===== src/verilog/adcc_cfg.svh =====
// register offsets, field positions, reset values and timing counts of the converter control
`ifndef ADCC_CFG_SVH
`define ADCC_CFG_SVH

// =============================================================
// register indices (byte address is four times the index)
`define ADCC_IDX_PORT_A     8'h05
`define ADCC_IDX_INTCTL     8'h0b
`define ADCC_IDX_IRQ_FLAGS  8'h0c
`define ADCC_IDX_RESULT     8'h1e
`define ADCC_IDX_CTRL0      8'h1f
`define ADCC_IDX_PORT_DIR   8'h85
`define ADCC_IDX_IRQ_ENS    8'h8c
`define ADCC_IDX_PIN_CFG    8'h9f
`define ADCC_IDX_NONE       8'hff

// =============================================================
// field positions
`define ADCC_CTRL0_SEL_HI   7
`define ADCC_CTRL0_SEL_LO   6
`define ADCC_CTRL0_CHAN_HI  5
`define ADCC_CTRL0_CHAN_LO  3
`define ADCC_CTRL0_GO       2
`define ADCC_CTRL0_ON       0
`define ADCC_CONV_IRQ_BIT   6
`define ADCC_GIE_BIT        7
`define ADCC_PERIPHERAL_IRQ_ENABLE_BIT       6

// =============================================================
// reset values
`define ADCC_PORT_DIR_RST   6'h3f
`define ADCC_REG8_RST       8'h00

// =============================================================
// compare unit special event trigger mode
`define ADCC_CMP_TRIG_MODE  4'hb

// =============================================================
// timing: conversion is 9.5 bit periods = 19 half periods, sampling 1.5 periods
`define ADCC_CONV_HALVES    5'h13
`define ADCC_SAMPLE_HALVES  5'h03
// last count of the half-period divider for 2, 8 and 32 oscillator periods
`define ADCC_HALF_LAST_D2   4'h0
`define ADCC_HALF_LAST_D8   4'h3
`define ADCC_HALF_LAST_D32  4'hf

`endif


===== src/verilog/adcc_pkg.sv =====
// types of the converter control block
`include "adcc_cfg.svh"

package adcc_pkg;

  // =============================================================
  // conversion clock select codes
  typedef enum logic [1:0] {
    ADCC_DIV2 = 2'h0,
    ADCC_DIV8 = 2'h1,
    ADCC_DIV32 = 2'h2,
    ADCC_RC = 2'h3
  } adcc_clk_sel_e;

  // =============================================================
  // bus slave data-phase states
  typedef enum logic [2:0] {
    ADCC_BUS_IDLE  = 3'h1,
    ADCC_BUS_WRITE = 3'h2,
    ADCC_BUS_RWAIT = 3'h4
  } adcc_bus_e;

  typedef struct packed {
    logic       s1;
    logic       s2;
    logic       s3;
    logic [3:0] cnt;
    logic       tick;
  } adcc_tick_s;

  typedef struct packed {
    adcc_bus_e     bus;
    logic          hreadyout;
    logic          hresp;
    logic [7:0]    dp_idx;
    logic [31:0]   hrdata;
    logic [5:0]    port_latch;
    logic [5:0]    port_oe;
    logic [7:0]    intctl;
    logic          irq_flag;
    logic          irq_en;
    adcc_clk_sel_e clk_sel;
    logic [2:0]    chan;
    logic          go;
    logic          on;
    logic [2:0]    pcfg;
    logic [7:0]    result;
    logic [4:0]    cnt;
    logic [7:0]    sar;
    logic [7:0]    mask;
    logic          timer_reset;
    logic          irq_request;
    logic          done;
  } adcc_state_s;

endpackage : adcc_pkg


===== src/verilog/adcc_tick_gen.sv =====
// half-period tick generator for the conversion bit period
`include "adcc_cfg.svh"

module adcc_tick_gen (
  input  wire logic                   hclk,
  input  wire logic                   hresetn,
  input  wire adcc_pkg::adcc_clk_sel_e clk_sel,
  input  wire logic                   run,
  input  wire logic                   rc_clk,
  output logic                        half_tick
);

  adcc_pkg::adcc_tick_s q;
  adcc_pkg::adcc_tick_s next_q;

  function automatic logic [3:0] half_last(input adcc_pkg::adcc_clk_sel_e sel);
    unique case (sel)
      adcc_pkg::ADCC_DIV2:  half_last = `ADCC_HALF_LAST_D2;
      adcc_pkg::ADCC_DIV8:  half_last = `ADCC_HALF_LAST_D8;
      adcc_pkg::ADCC_DIV32: half_last = `ADCC_HALF_LAST_D32;
      adcc_pkg::ADCC_RC:    half_last = `ADCC_HALF_LAST_D2;
    endcase
  endfunction : half_last

  // =============================================================
  // divider and rc synchroniser
  always_comb begin
    next_q    = q;
    next_q.s1 = rc_clk;
    next_q.s2 = q.s1;
    next_q.s3 = q.s2;
    if (!run) begin
      // restarting from zero makes every divided-clock conversion start on a full half period
      next_q.cnt  = 4'h0;
      next_q.tick = 1'b0;
    end else if (clk_sel == adcc_pkg::ADCC_RC) begin
      next_q.cnt  = 4'h0;
      next_q.tick = q.s2 ^ q.s3;
    end else if (q.cnt == half_last(clk_sel)) begin
      next_q.cnt  = 4'h0;
      next_q.tick = 1'b1;
    end else begin
      next_q.cnt  = q.cnt + 4'h1;
      next_q.tick = 1'b0;
    end
  end

  always_ff @(posedge hclk or negedge hresetn) begin
    if (!hresetn) begin
      q <= '0;
    end else begin
      q <= next_q;
    end
  end

  assign half_tick = q.tick;
endmodule : adcc_tick_gen


===== src/verilog/adcc_top.sv =====
// converter control: ahb-lite register file, trigger handling and conversion sequencer
`include "adcc_cfg.svh"

module adcc_top (
  input  wire logic        hclk,
  input  wire logic        hresetn,
  input  wire logic        hsel,
  input  wire logic [31:0] haddr,
  input  wire logic [1:0]  htrans,
  input  wire logic        hwrite,
  input  wire logic [2:0]  hsize,
  input  wire logic [31:0] hwdata,
  input  wire logic        hready,
  output logic      [31:0] hrdata,
  output logic             hreadyout,
  output logic             hresp,
  input  wire logic [5:0]  port_a_in,
  output logic      [5:0]  port_a_out,
  output logic      [5:0]  port_a_oe,
  input  wire logic        rc_clk,
  input  wire logic [3:0]  compare_mode_field,
  input  wire logic        special_event_trig,
  output logic             timer_reset,
  output logic      [2:0]  conv_channel,
  output logic      [7:0]  sar_trial,
  input  wire logic        comp_above,
  output logic             conv_busy,
  output logic             irq_request
);

  adcc_pkg::adcc_state_s q;
  adcc_pkg::adcc_state_s next_q;
  logic                  half_tick;
  logic                  trig_hit;
  logic                  acc;
  logic                  hit;
  logic [7:0]            wd;
  logic [7:0]            sar_kept;
  logic [4:0]            cnt_n;

  // =============================================================
  // decoding helpers
  // pins that the pin configuration makes analog (voltage reference counted as analog)
  function automatic logic [5:0] analog_mask(input logic [2:0] pcfg);
    unique case (pcfg)
      3'h0, 3'h2: analog_mask = 6'h2f;
      3'h1, 3'h3: analog_mask = 6'h2f;
      3'h4:       analog_mask = 6'h0b;
      3'h5:       analog_mask = 6'h0b;
      default:    analog_mask = 6'h00;
    endcase
  endfunction : analog_mask

  function automatic logic [31:0] rd_mux(input adcc_pkg::adcc_state_s s,
                                          input logic [5:0]            pins);
    unique case (s.dp_idx)
      `ADCC_IDX_PORT_A:    rd_mux = {26'h0, pins & ~analog_mask(s.pcfg)};
      `ADCC_IDX_INTCTL:    rd_mux = {24'h0, s.intctl};
      `ADCC_IDX_IRQ_FLAGS: rd_mux = {24'h0, 1'b0, s.irq_flag, 6'h00};
      `ADCC_IDX_RESULT:    rd_mux = {24'h0, s.result};
      `ADCC_IDX_CTRL0:     rd_mux = {24'h0, s.clk_sel, s.chan, s.go, 1'b0, s.on};
      `ADCC_IDX_PORT_DIR:  rd_mux = {26'h0, ~s.port_oe};
      `ADCC_IDX_IRQ_ENS:   rd_mux = {24'h0, 1'b0, s.irq_en, 6'h00};
      `ADCC_IDX_PIN_CFG:   rd_mux = {29'h0, s.pcfg};
      default:             rd_mux = 32'h0;
    endcase
  endfunction : rd_mux

  adcc_tick_gen u_tick (
    .hclk      (hclk),
    .hresetn   (hresetn),
    .clk_sel   (q.clk_sel),
    .run       (q.go),
    .rc_clk    (rc_clk),
    .half_tick (half_tick)
  );

  // =============================================================
  // next state
  always_comb begin
    next_q             = q;
    wd                 = hwdata[7:0];
    acc                = hsel && htrans[1] && hready;
    hit                = (haddr[31:10] == 22'h0) && (haddr[1:0] == 2'h0);
    trig_hit           = special_event_trig && (compare_mode_field == `ADCC_CMP_TRIG_MODE);
    sar_kept           = comp_above ? q.sar : (q.sar & ~q.mask);
    cnt_n              = q.cnt + 5'h01;
    next_q.done        = 1'b0;
    next_q.timer_reset = trig_hit;

    // bus: writes take effect in their data phase, reads get one wait state so
    // that a write just before is already visible
    next_q.bus       = adcc_pkg::ADCC_BUS_IDLE;
    next_q.hreadyout = 1'b1;
    if (q.bus == adcc_pkg::ADCC_BUS_RWAIT) begin
      next_q.hrdata = rd_mux(q, port_a_in);
    end
    if (acc) begin
      next_q.dp_idx = hit ? haddr[9:2] : `ADCC_IDX_NONE;
      if (hwrite) begin
        next_q.bus = adcc_pkg::ADCC_BUS_WRITE;
      end else begin
        next_q.bus       = adcc_pkg::ADCC_BUS_RWAIT;
        next_q.hreadyout = 1'b0;
      end
    end

    if (q.bus == adcc_pkg::ADCC_BUS_WRITE) begin
      unique case (q.dp_idx)
        `ADCC_IDX_PORT_A:    next_q.port_latch = wd[5:0];
        `ADCC_IDX_INTCTL:    next_q.intctl = wd;
        `ADCC_IDX_IRQ_FLAGS: next_q.irq_flag = wd[`ADCC_CONV_IRQ_BIT];
        `ADCC_IDX_CTRL0: begin
          next_q.clk_sel = adcc_pkg::adcc_clk_sel_e'(wd[`ADCC_CTRL0_SEL_HI:`ADCC_CTRL0_SEL_LO]);
          next_q.chan    = wd[`ADCC_CTRL0_CHAN_HI:`ADCC_CTRL0_CHAN_LO];
          next_q.on      = wd[`ADCC_CTRL0_ON];
          // start only counts when the converter was already on before this write
          if (!wd[`ADCC_CTRL0_GO] || !wd[`ADCC_CTRL0_ON]) begin
            next_q.go = 1'b0;
          end else if (q.on) begin
            next_q.go = 1'b1;
          end
        end
        `ADCC_IDX_PORT_DIR:  next_q.port_oe = ~wd[5:0];
        `ADCC_IDX_IRQ_ENS:   next_q.irq_en = wd[`ADCC_CONV_IRQ_BIT];
        `ADCC_IDX_PIN_CFG:   next_q.pcfg = wd[2:0];
        default: begin
        end
      endcase
    end

    // trigger start is not gated by channel or pin direction
    if (trig_hit && next_q.on) begin
      next_q.go = 1'b1;
    end

    // sequencer: 3 sampling half periods, then two half periods per result bit
    if (!q.go) begin
      next_q.cnt  = 5'h00;
      next_q.sar  = 8'h00;
      next_q.mask = 8'h00;
    end else if (!next_q.go) begin
      next_q.cnt = 5'h00;
    end else if (half_tick) begin
      next_q.cnt = cnt_n;
      if (cnt_n == `ADCC_SAMPLE_HALVES) begin
        next_q.mask = 8'h80;
        next_q.sar  = 8'h80;
      end else if (cnt_n > `ADCC_SAMPLE_HALVES && cnt_n[0]) begin
        next_q.mask = q.mask >> 1;
        next_q.sar  = sar_kept | (q.mask >> 1);
        if (cnt_n == `ADCC_CONV_HALVES) begin
          next_q.result = sar_kept;
          next_q.go     = 1'b0;
          next_q.cnt    = 5'h00;
          next_q.done   = 1'b1;
        end
      end
    end

    // completion sets the flag even against a clearing write in the same cycle
    if (next_q.done) begin
      next_q.irq_flag = 1'b1;
    end
    next_q.irq_request = next_q.irq_flag && next_q.irq_en
                         && next_q.intctl[`ADCC_PERIPHERAL_IRQ_ENABLE_BIT] && next_q.intctl[`ADCC_GIE_BIT];
  end

  always_ff @(posedge hclk or negedge hresetn) begin
    if (!hresetn) begin
      q           <= '0;
      q.bus       <= adcc_pkg::ADCC_BUS_IDLE;
      q.hreadyout <= 1'b1;
      q.clk_sel   <= adcc_pkg::ADCC_DIV2;
      q.intctl    <= `ADCC_REG8_RST;
      q.port_oe   <= ~`ADCC_PORT_DIR_RST;
      q.dp_idx    <= `ADCC_IDX_NONE;
    end else begin
      q <= next_q;
    end
  end

  // =============================================================
  // outputs
  assign hrdata       = q.hrdata;
  assign hreadyout    = q.hreadyout;
  assign hresp        = q.hresp;
  assign port_a_out   = q.port_latch;
  // the channel mux sees the pin itself, so a driven pin converts its own level
  assign port_a_oe    = q.port_oe;
  assign conv_channel = q.chan;
  assign sar_trial    = q.sar;
  assign conv_busy    = q.go;
  assign timer_reset  = q.timer_reset;
  assign irq_request  = q.irq_request;
endmodule : adcc_top


===== config.mk =====
export PLATFORM = sky130hd
export DESIGN_NAME = adcc_top
export DESIGN_NICKNAME = d
export VERILOG_FILES = /design/src/verilog/adcc_pkg.sv /design/src/verilog/adcc_tick_gen.sv /design/src/verilog/adcc_top.sv
export VERILOG_INCLUDE_DIRS = /design/src /design/src/verilog
export SDC_FILE = /design/constraint.sdc
export NUM_CORES = 1
export LEC_CHECK = 0
export BUFFER_PORTS_ARGS = -buffer_cell sky130_fd_sc_hd__buf_4
export CORE_MARGIN = 5
export CORE_UTILIZATION = 56
export DETAILED_ROUTE_END_ITERATION = 12
export PLACE_DENSITY = 0.93
export SYNTH_ARGS = -nofsm -noshare
export SYNTH_HDL_FRONTEND = slang
export SYNTH_SLANG_ARGS = --single-unit

===== constraint.sdc =====
create_clock -name hclk -period 7.1 [get_ports hclk]
set_input_delay 1.42 -clock hclk [delete_from_list [all_inputs] [get_ports hclk]]
set_output_delay 1.42 -clock hclk [all_outputs]
set_load 0.005 [all_outputs]

# After elaboration in Yosys (flattened, before gate mapping)
# Cells that the tools add are included.
[totals]
inputBits = 87
out_inout_bits = 60
regBits = 115
word_cells = 134
[op_classes]
add_sub_neg = 2
n_reduce_logical = 25
bitwise_logic = 9
magnitude_cmp = 1
n_eq_ne = 26
muxes = 45
[ops]
columns = ["op", "count"]
rows = [
  ["$pmux W8 S8", 1],
  ["$mux W21", 3],
  ["$mux W16", 2],
  ["$mux W5", 6],
  ["$eq A8 B8 Y1 const B", 3],
  ["$mux W8", 3],
  ["$logic_not A22 Y1", 1],
  ["$mux W20", 1],
  ["$mux W1", 19],
  ["$not A6 Y6", 3],
  ["$eq A8 B4 Y1 const B", 2],
  ["$eq A8 B5 Y1 const B", 2],
  ["$mux W4", 3],
  ["$mux W6", 2],
  ["$pmux W4 S3", 1],
  ["$pmux W6 S2", 1],
  ["$reduce_and A2 Y1", 5],
  ["$eq A3 B2 Y1 const B", 3],
  ["$eq A3 B3 Y1 const B", 3],
  ["$logic_and A1 B1 Y1", 9],
  ["$and A8 B8 Y8", 1],
  ["$eq A8 B3 Y1 const B", 1],
  ["$not A8 Y8", 1],
  ["$or A8 B7 Y8", 1],
  ["other kinds (26)", 31],
]

# Depth between registers and ports, before layout
# Gate-level depths: netlist (run 1).
[logic_depth]
depth_word = 13
ltp_mapped = 8
ltp_nobuf = 7

# Hierarchy
# Synthesis (run 1) repeated with hierarchy kept, for this count alone.
[unflattened]
cells_unflattened = 432
area_unflattened_um2 = 4737.0
[by_module_without_submodules]
columns = ["module", "area_each_um2", "seq_area_each_um2", "instances", "cells_each"]
rows = [
  ["adcc_top", 4370.4, 2089.5, 1, 403],
  ["adcc_tick_gen", 366.6, 200.2, 1, 29],
]

# Worst setup path after synthesis (run 1)
# No wires, ideal clock.
[synth_path]
kind = "input to register"
startpoint = "in compare_mode_field[1]"
endpoint = "reg q, in the netlist irq_request"
stages = 6
required_ps = 7013
setup_time_ps = 87
setup_slack_ps = 4487
n_path_buf = 1
arrival_ps = 2527
path_cell_list = "nor2b_1 > nand4_1 > o22ai_2 > or3b_1 > buf_6 > a211oi_2"
[synth_rtl]
columns = ["element", "line_no", "text"]
rows = [
  ["from (decl)", "adcc_top.sv:21", "input wire logic [3:0] compare_mode_field,"],
  ["to (signal assigned)", "adcc_top.sv:179", "q <= next_q;"],
  ["to (decl)", "adcc_top.sv:31", "adcc_pkg::adcc_state_s q;"],
]

==> qor.txt, run 1 <==
Outcome: finished, final reports clean
Clock slew at reported path FFs: 0.09 ns
Share of the synthesized area in the top cell type: 42.5%
PwrDens: 179 nW/um^2
Most frequent cell after synthesis: dfrtp_1
Final Slew Violations: 0
Layout net count: 623
Die Area: 10500 um^2
Commonest register cell after synthesis: dfrtp_1
Initial core utilization: 57.7%
Final WL: 10.8 mm
Num ports: 147
Synth Instances: 474
Utilization after layout: 65.6%
Ys Warns: 0
Largest net degree at the start of global routing: 57
Post-Syn Area: 4770 um^2
Die height: 102 um
Clock root buffer: clkbuf_8
R2R cell count: 6
Biggest area consumer among synthesized cells: dfrtp_1
Fin crit period: 3.55 ns
Final worst setup slack: 3.55 ns
Simple-gate area share of the yosys netlist: 17.8%
Crit start category: flip-flop
Post-cts gate resize count: 0
DR vias/cell: 5.81
Post-route ant nets: 0
Worst-path fanout max: 14
Register area share after synthesis: 48.0%
First-pass GRT wire length: 17.9 mm
Worst slew margin: 32.8%
Setup crit end kind: flip-flop
Hold Crit Class: reg2reg
RSZ-0062 raised after global routing: false
DR WL/cell: 16.9 um
Setup-failing EPs final: 0
Hold path depth: 0
Critical path class: reg2reg
Netlist cell types: 57
1st-iter DRT viols: 240
Routed via count: 3725
Worst R2R Start: q[99]
GRT Overall Usage: 21.6%
Worst hold slack: 0.358 ns
Clock sink count: 91
DP HPWL: 8.15 mm
Routability cong.: 0.920
Initial antenna violation count: 0
Top post-synthesis cells by area: dfrtp_1 (43%), buf_4 (8.8%), dfstp_2 (5.5%)
Final hold viol count: 0
Worst vdd ir: 0.0986 mV
Synth Area in Adders: 1.31%
TritonCTS buffer count: 9
Hold buffer count at CTS: 0
Worst EP arrival: 3.83 ns
Layout area overhead: 13.6%
Synth Register Bits: 91
CTS tree: built
GRT overflow: 0
Drt pass-1 iters: 5
# diodes: 0
Post-synth EDFFs: 0
Slew @ Worst Pin: 1.01 ns
Clock H-tree levels: 3
Max-cap violations: 0
Final TNS setup: 0 ns
IO buf count: 93
Worst R2R End: irq_request
Fraction of the mapped netlist area in compound gates: 11.8%
Tcrit/Tclk final: 50.1%
# Post-CTS Setup Buffers: 0
Hold EP: u_tick.next_q[5]
Largest family of logic cells by synthesized area: simple AND/OR/NAND/NOR gates
Dpl ws: 3.67 ns
Setup Skew: 0.0115 ns
Async SR Flop Fraction: 100%
Hold path start: u_tick.next_q[6]
Leakage Power: 2.54 nW
Reg2reg setup slack: 3.55 ns
CP required: 7.37 ns
Cell Rows: 33
Clk_lat worst skew: 0.37 ns
Vias in the first global route: 3723
Mux cell area share after synthesis: 8.14%
Residual DRC count: 0
Synth Area per Inst: 10.1 um^2
Core Region: 8260 um^2
Die width: 102 um
Synth cell count leaders: dfrtp_1 (81), nand2_1 (58), buf_4 (56)
Post-Synth XOR/XNOR Area: 0.919%
FMAX: 281 MHz
Layout cell share with drive strength beyond 1: 28.0%
CTS max path bufs: 2
[kinds of logic (layout without fill, tap and decap cells)]
| logic type | after synthesis | after routing |
|---|---|---|
| other | 1 | 25 |
| multiplexers | 36 | 36 |
| AND/OR/NAND/NOR | 162 | 162 |
| XOR/XNOR | 5 | 5 |
| flip-flops | 91 | 91 |
| AO/OA/AOI/OAI | 82 | 82 |
| adder cells (fa/ha/maj) | 5 | 5 |
| buffers and inverters | 92 | 130 |
[registers in the layout, indices dropped and copies added (netlist names)]
name              flops
q                    48
timer_reset           1
port_a_oe             6
hreadyout             1
sar_trial             8
u_tick.q              5
u_tick.next_q         2
conv_channel          3
port_a_out            6
hrdata                8
irq_request           1
conv_busy             1
u_tick.half_tick      1
[per-layer routing]
layer  routed length [um]  track usage (%)  vias up
li1                     -                -     1709
met1                 4360             27.9     1818
met2                 5330             35.5      169
met3                  851             4.91       29
met4                  290             8.27        0
met5                    0                0        -
[per-stage QoR]
stage	total power, mW	instances	instance area, um^2
after floorplan	0.578	498	4860
after global routing	1.01	641	5420
after global placement	0.608	625	5210
after CTS	0.976	641	5420
after detailed placement	0.612	625	5210
final	0.971	641	5420
[worst max path at each step]
| stage | from | to | slack [ns] | cells after the start |
|---|---|---|---|---|
| floorplan | compare_mode_field[1] | irq_request | 4.49 | 6 |
| global placement | compare_mode_field[2] | irq_request | 3.74 | 6 |
| finish | q[99] | irq_request | 3.55 | 6 |
| detailed placement | q[99] | irq_request | 3.67 | 6 |
| global route | q[99] | irq_request | 3.37 | 6 |
| CTS | q[99] | irq_request | 3.61 | 6 |
[layout by cell type (no fill, tap or decap), types with 2 or more instances in the layout]
cell type and count:
ha_1 5, xor2_1 4, nand2b_1 11, a21oi_1 8, clkbuf_8 9, o22ai_1 3, or3b_1 3, or2_2 3
nand2_1 58, nand3_1 17, nand4_1 10, nor4_1 10, inv_1 19, and3_1 9, a21boi_0 2, nor4b_1 2
nor3_1 5, clkinvlp_4 2, and2_1 2, inv_8 2, a22o_1 4, mux2_2 22, a221oi_1 3, dfrtp_1 81
o221ai_1 2, nor2b_1 3, a211oi_1 3, nor2_1 17, mux2i_1 14, buf_4 95, conb_1 25, a22oi_1 3
nor3b_1 3, dfstp_2 10, o21ai_0 27, o211ai_1 7, o22a_1 8, o21a_1 3
[power by group]
group / total [mW] / internal (mW) / switching, mW / leakage, nW
clock network: 0.369 / 0.169 / 0.200 / 0.0999
logic: 0.0656 / 0.0351 / 0.0305 / 1.29
registers: 0.536 / 0.530 / 0.00618 / 1.15
[layout make-up]
type / instances / area, um^2
Clock buffer: 9 / 124
Clock inverter: 7 / 85.1
Fill cell: 621 / 2840
Inverter: 19 / 71.3
Multi-Input combinational cell: 315 / 2000
Sequential cell: 91 / 2290
Tap cell: 105 / 131
Timing Repair Buffer: 95 / 713
[worst max-delay path: stages (launching register included)]
cell,delay [ns]
dfstp_2,0.57
or3b_1,0.42
nor4_4,0.71
mux2i_1,0.25
o22ai_2,0.57
or3b_1,0.65
a211oi_2,0.28
No activity file was read; power rests on OpenSTA's default activity.
==> inputs of run 2 (changes only) <==
--- a/config.mk
+++ b/config.mk
@@ -8,9 +8,9 @@
 export LEC_CHECK = 0
 export BUFFER_PORTS_ARGS = -buffer_cell sky130_fd_sc_hd__buf_4
 export CORE_MARGIN = 5
-export CORE_UTILIZATION = 56
+export CORE_UTILIZATION = 47
 export DETAILED_ROUTE_END_ITERATION = 12
-export PLACE_DENSITY = 0.93
+export PLACE_DENSITY = 0.84
 export SYNTH_ARGS = -nofsm -noshare
 export SYNTH_HDL_FRONTEND = slang
 export SYNTH_SLANG_ARGS = --single-unit
==> constraint.sdc (replaced) <==
create_clock -name hclk -period 3 [get_ports hclk]
set_input_delay 0.6 -clock hclk [delete_from_list [all_inputs] [get_ports hclk]]
set_output_delay 0.6 -clock hclk [all_outputs]
set_load 0.005 [all_outputs]
==> run 2 against run 1 <==
Clock skew down 0.0051 ns. Fmax up 30%. Wire length down 1.5%. First-iteration DRC count down 9.2%. Sequential share of layout area down 0.55 points.
==> qor.txt, run 2 (same netlist as run 1, synthesis figures left out) <==
Outcome: finished, final reports clean
Tcrit/Tclk final: 90.8% (+41 points)
DR vias/cell: 5.32 (-8.5%)
Worst EP arrival: 2.93 ns (-0.90 ns)
Clock H-tree levels: 3 (unchanged)
DR WL/cell: 15.8 um (-6.5%)
Layout area overhead: 15.1%
Crit start category: flip-flop
Clock root buffer: clkbuf_8
Hold buffer count at CTS: 0 (unchanged)
Worst vdd ir: 0.283 mV (+190%)
Drt pass-1 iters: 4 (-1)
Max-cap violations: 0 (unchanged)
Setup crit end kind: flip-flop
Crit path cell chain: or3b_1, nor4_4, mux2i_1, o22ai_2, buf_4, and3_1, o211ai_1
Routed via count: 3589 (-3.7%)
Buf+Inv Stages, Crit Path: 1 (+1)
Fin crit period: 2.72 ns (-0.830 ns)
Final Slew Violations: 0 (unchanged)
Reg2reg setup slack: 0.28 ns (-3.27 ns)
GRT overflow: 0 (unchanged)
Clk_lat worst skew: 0.35 ns (-0.02 ns)
Final instance area: 5490 um^2 (+1.3%)
Initial antenna violation count: 0 (unchanged)
IO buf count: 93 (unchanged)
Utilization after layout: 55.9% (-9.7 points)
Clock slew at reported path FFs: 0.08 ns (about the same)
Worst R2R End: sar_trial[6]
Worst hold slack: 0.273 ns (-0.0843 ns)
TritonCTS buffer count: 9 (unchanged)
Num ports: 147 (unchanged)
Post-placement cell area: 5300 um^2 (+1.8%)
Layout net count: 629 (+0.96%)
Commonest non-fill, non-tap cell in the layout: buf_4
Slew @ Worst Pin: 1.13 ns (+0.118 ns)
CTS tree: built
Final TNS setup: 0 ns (unchanged)
Final WL: 10.7 mm (-1.5%)
RSZ-0062 raised after global routing: false
Worst-path fanout max: 14 (unchanged)
Hold Crit Class: in2async
Vias in the first global route: 3680 (-1.2%)
Worst slew margin: 24.0% (-8.8 points)
Initial core utilization: 48.5% (-9.2 points)
CP max stage delay: 0.57 ns (-0.14 ns)
Worst R2R Start: q[99]
Switching share of power: 21.4% (-3.0 points)
Post-cts gate resize count: 0 (unchanged)
Layout cell share with drive strength beyond 1: 28.0% (+0.059 points)
CTS max path bufs: 2 (unchanged)
Pint: 1.75 mW (+140%)
FMAX: 367 MHz (+30%)
Routability cong.: 0.891 (-3.2%)
Residual DRC count: 0 (unchanged)
Most frequent cells in the layout: buf_4 (100), dfrtp_1 (81), nand2_1 (58)
Largest register by flop count: q
Clock sink count: 91 (unchanged)
# Post-CTS Setup Buffers: 0 (unchanged)
Setup Skew: 0.00637 ns (-0.00515 ns)
Die height: 111 um (+8.3%)
Sequential share of power: 57.1% (+1.9 points)
1st-iter DRT viols: 218 (-9.2%)
GRT Overall Usage: 17.4% (-4.2 points)
Tot Pwr: 2.22 mW (+130%)
Sw Pwr: 0.476 mW (+100%)
Critical path class: reg2reg
Max reg flops: 48 (unchanged)
Critical path's slowest cell: dfstp_2
R2R cell count: 7 (+1)
Comb pwr share: 7.0% (+0.2 points)
Cell family with the largest share of critical-path delay: simple AND/OR/NAND/NOR gates
Post-route ant nets: 0 (unchanged)
Setup-failing EPs final: 0 (unchanged)
# diodes: 0 (unchanged)
CP required: 3.21 ns (-4.16 ns)
Leakage Power: 2.56 nW (+1.1%)
Die width: 111 um (+8.3%)
Core Region: 9820 um^2 (+19%)
DP HPWL: 8.01 mm (-1.7%)
Clock Power Share: 36.0% (-2.1 points)
Final hold viol count: 0 (unchanged)
First-pass GRT wire length: 17.7 mm (-0.93%)
PwrDens: 405 nW/um^2 (+130%)
Largest net degree at the start of global routing: 53 (-7.0%)
Cell Rows: 36 (+9.1%)
Die Area: 12300 um^2 (+17%)
run 2: cell types whose count changed in the layout (fill, tap and decap cells not counted), sizes merged:
cell	previous run	this run
buf	95	101
clkbuf	9	14
clkinvlp	2	0
inv	22	19
run 2: final cells by class:
| class | instances | area, um^2 |
|---|---|---|
| Multi-Input combinational cell | 315 | 2000 |
| Inverter | 19 | 71.3 |
| Clock inverter | 2 | 35.0 |
| Clock buffer | 14 | 153 |
| Sequential cell | 91 | 2290 |
| Timing Repair Buffer | 101 | 771 |
| Fill cell | 857 | 4330 |
| Tap cell | 133 | 166 |
run 2: how the worst max path moves through the flow:
stage | start | endpoint | slack, ns | cells after the start
after CTS | q[99] | sar_trial[4] | 0.27 | 7
after global routing | q[99] | q[3] | 0.11 | 7
after global placement | q[99] | irq_request | 0.33 | 6
after detailed placement | q[99] | sar_trial[6] | 0.29 | 7
final | q[99] | sar_trial[6] | 0.28 | 7
after floorplan | q[99] | irq_request | 0.45 | 7
run 2: routing by layer:
metal	track usage [%]	vias to the layer above	part of all wire, %
met5	0	-	0
met4	4.11	0	0.81
met3	5.35	12	6.7
met2	30.2	131	53
met1	21.1	1725	40
li1	-	1721	-
run 2: metrics by stage:
stage	setup slack, ns	instances
after floorplan	0.448	498
final	0.276	675
after CTS	0.273	675
after global routing	0.108	675
after global placement	0.328	659
after detailed placement	0.287	659
run 2: power groups by stage:
| stage | clock, mW | sequential [mW] | combinational, mW |
|---|---|---|---|
| 3_3_place_gp | 0 | 1.29 | 0.153 |
| 6_report | 0.799 | 1.27 | 0.155 |
| 5_1_grt | 0.880 | 1.27 | 0.174 |
| 4_1_cts | 0.822 | 1.27 | 0.157 |
| 2_1_floorplan | 0 | 1.29 | 0.0805 |
| 3_5_place_dp | 0 | 1.29 | 0.157 |
==> inputs of run 3 (changes only) <==
--- a/config.mk
+++ b/config.mk
@@ -13,4 +13,5 @@
 export PLACE_DENSITY = 0.84
 export SYNTH_ARGS = -nofsm -noshare
 export SYNTH_HDL_FRONTEND = slang
+export SYNTH_HIERARCHICAL = 1
 export SYNTH_SLANG_ARGS = --single-unit
==> run 3 against run 2 <==
Cell count shrank 5.5%. Worst hold slack gained 0.072 ns. First-iteration DRC count shrank 29%. Clock power shrank 1%. Sequential share of layout area grew 0.24 points. Core utilization shrank 0.32 points. Largest power group unchanged.
==> qor.txt, run 3 <==
Die width: 110 um (-0.27%)
Clock root buffer: clkbuf_8
Ys Warns: 6 (+6)
Max-cap violations: 0 (unchanged)
Register area share after synthesis: 48.3% (+0.29 points)
Final TNS setup: 0 ns (unchanged)
# fillers: 847 (-1.2%)
Most frequent cells in the layout: buf_4 (102), dfrtp_1 (81), nand2_1 (36)
Largest register by flop count: q
Clk_lat worst skew: 0.36 ns (about the same)
Largest family of logic cells by synthesized area: compound AO/OA/AOI/OAI gates
Crit path cell chain: inv_1, ha_1, nand3_1, o311ai_0, nand2_1, a31oi_4, a22o_2
CTS max path bufs: 2 (unchanged)
Commonest non-fill, non-tap cell in the layout: buf_4
Utilization after layout: 55.6% (-0.32 points)
Pint: 1.68 mW (-4.1%)
Clock sink count: 91 (unchanged)
Synth Area in Adders: 1.32% (+0.0080 points)
Synth cell count leaders: dfrtp_1 (81), buf_4 (56), nand2_1 (36)
Area occupied by multi-input gates: 2000 um^2 (-0.19%)
Cell family with the largest share of critical-path delay: compound AO/OA/AOI/OAI gates
Worst slew margin: 32.3% (+8.4 points)
Die height: 110 um (-0.27%)
Cell Rows: 36 (unchanged)
Hold Crit Class: in2reg
Leakage Power: 2.56 nW (-0.11%)
FMAX: 374 MHz (+1.9%)
Setup Skew: 0.0121 ns (+0.00574 ns)
Layout area overhead: 15.2% (about the same)
Vias in the first global route: 3405 (-7.5%)
DR vias/cell: 5.36 (+0.85%)
Synth Register Bits: 91 (unchanged)
CP required: 3.30 ns (+0.09 ns)
Num ports: 147 (unchanged)
# Post-CTS Setup Buffers: 0 (unchanged)
Sequential share of power: 57.3% (+0.2 points)
Tcrit/Tclk final: 89.1% (-1.7 points)
CP max stage delay: 0.62 ns (+0.05 ns)
GRT overflow: 0 (unchanged)
Fraction of the mapped netlist area in compound gates: 15.3% (+3.5 points)
Final hold viol count: 0 (unchanged)
CTS tree: built
Comb pwr share: 6.8% (-0.2 points)
Post-synth EDFFs: 0 (unchanged)
Post-Syn Area: 4740 um^2 (-0.60%)
RSZ-0062 raised after global routing: false
Most frequent cell after synthesis: dfrtp_1
GRT Overall Usage: 17.6% (+0.24 points)
DR WL/cell: 16.5 um (+4.5%)
Share of the synthesized area in the top cell type: 42.8% (+0.26 points)
Commonest register cell after synthesis: dfrtp_1
Layout cell share with drive strength beyond 1: 37.4% (+9.4 points)
Initial antenna violation count: 0 (unchanged)
PwrDens: 403 nW/um^2 (-0.51%)
Critical path's slowest cell: o311ai_0
Crit start category: flip-flop
Hold buffer count at CTS: 0 (unchanged)
Outcome: finished, final reports clean
Clock Power Share: 36.0% (about the same)
Final WL: 10.5 mm (-1.3%)
Clock slew at reported path FFs: 0.08 ns (about the same)
Final Slew Violations: 0 (unchanged)
TritonCTS buffer count: 9 (unchanged)
Buf+Inv Stages, Crit Path: 1 (unchanged)
Synth Area per Inst: 11.0 um^2 (+9.1%)
Synth Instances: 432 (-8.9%)
Routed via count: 3421 (-4.7%)
Simple-gate area share of the yosys netlist: 14.0% (-3.8 points)
Initial core utilization: 48.2% (-0.29 points)
Core Region: 9820 um^2 (unchanged)
Post-cts gate resize count: 0 (unchanged)
Biggest area consumer among synthesized cells: dfrtp_1
First-pass GRT wire length: 16.6 mm (-6.3%)
Routability cong.: 0.837 (-6.0%)
Critical path class: reg2reg
Clock H-tree levels: 3 (unchanged)
DP HPWL: 7.91 mm (-1.2%)
Mux cell area share after synthesis: 8.64% (+0.50 points)
Sw Pwr: 0.523 mW (+10%)
Residual DRC count: 0 (unchanged)
Layout net count: 592 (-5.9%)
Worst EP arrival: 2.97 ns (+0.04 ns)
Max reg flops: 48 (unchanged)
Setup-failing EPs final: 0 (unchanged)
Switching share of power: 23.8% (+2.4 points)
1st-iter DRT viols: 154 (-29%)
Netlist cell types: 66 (+16%)
IO buf count: 93 (unchanged)
Drt pass-1 iters: 4 (unchanged)
Async SR Flop Fraction: 100% (unchanged)
Slew @ Worst Pin: 1.02 ns (-0.111 ns)
Post-Synth XOR/XNOR Area: 0.924% (+0.0056 points)
Post-route ant nets: 0 (unchanged)
Setup crit end kind: flip-flop
Top post-synthesis cells by area: dfrtp_1 (43%), buf_4 (8.9%), mux2_2 (7.4%)
# diodes: 0 (unchanged)
Register area: 2290 um^2 (unchanged)
Tot Pwr: 2.20 mW (-1.1%)
Fin crit period: 2.67 ns (-0.0506 ns)
Worst-path fanout max: 16 (+2)
Largest net degree at the start of global routing: 84 (+58%)
Die Area: 12200 um^2 (-0.54%)
Worst vdd ir: 0.202 mV (-29%)
run 3: cell count changes in the layout (fill, tap and decap cells not counted), sizes merged, moves of 7 or more:
cell	delta
mux2	+9
nand3	-7
o211ai	-7
a21bo	+8
nand2	-22
mux2i	-8
run 3: final cells by class:
| class | instances | share of cell area, % |
|---|---|---|
| Tap cell | 133 | 3.05 |
| Multi-Input combinational cell | 283 | 36.6 |
| Inverter | 13 | 0.894 |
| Clock inverter | 5 | 0.665 |
| Sequential cell | 91 | 42.0 |
| Clock buffer | 11 | 2.78 |
| Timing Repair Buffer | 102 | 14.0 |
run 3: logic make-up after synthesis:
kind of cell	Yosys count
xor+xnor	5
buf+inv	82
flops	91
compound gates	96
simple gates	115
mux	37
other cells	1
fa+ha+maj	5
run 3: worst register-to-register path, delay by kind of cell, from the launching register on:
kind	cells	cell delay, ns
and+or+nand+nor	2	0.28
DFF	1	0.53
buffers and inverters	1	0.13
AOI/OAI and AO/OA	3	1.35
adders and majority gates	1	0.34
run 3: routing by layer:
metal | track usage, % | wire length [um] | vias up
li1 | - | - | 1611
met1 | 22.6 | 4350 | 1666
met2 | 29.2 | 5260 | 123
met3 | 2.97 | 652 | 21
met4 | 7.83 | 273 | 0
met5 | 0 | 0 | -
run 3: worst paths after layout:
path / from / to / slack (ns) / depth (start not counted)
min in group asynchronous: hresetn / hrdata[4] / 0.40 / 1
max reg2reg: q[19] / q[3] / 0.33 / 7
max: q[19] / q[3] / 0.33 / 7
min reg2reg: u_tick/next_q[6] / u_tick/next_q[5] / 0.36 / 0
max in group asynchronous: hresetn / q[106] / 1.76 / 2
min: rc_clk / u_tick/next_q[6] / 0.35 / 1
run 3: stage by stage:
step / cells / hold WS, ns / setup WS, ns / area (um^2)
2_1_floorplan: 456 / 0.304 / 0.572 / 4830
3_3_place_gp: 622 / 0.334 / 0.359 / 5270
3_5_place_dp: 622 / 0.345 / 0.241 / 5270
4_1_cts: 638 / 0.339 / 0.327 / 5460
5_1_grt: 638 / 0.337 / 0.0990 / 5460
6_report: 638 / 0.345 / 0.327 / 5460
run 3: power groups by stage:
stage | sequential (mW) | clock [mW] | combinational (mW)
final | 1.26 | 0.791 | 0.149
after global routing | 1.26 | 0.854 | 0.166
after global placement | 1.28 | 0 | 0.147
after floorplan | 1.28 | 0 | 0.0759
after detailed placement | 1.28 | 0 | 0.150
after CTS | 1.26 | 0.802 | 0.151
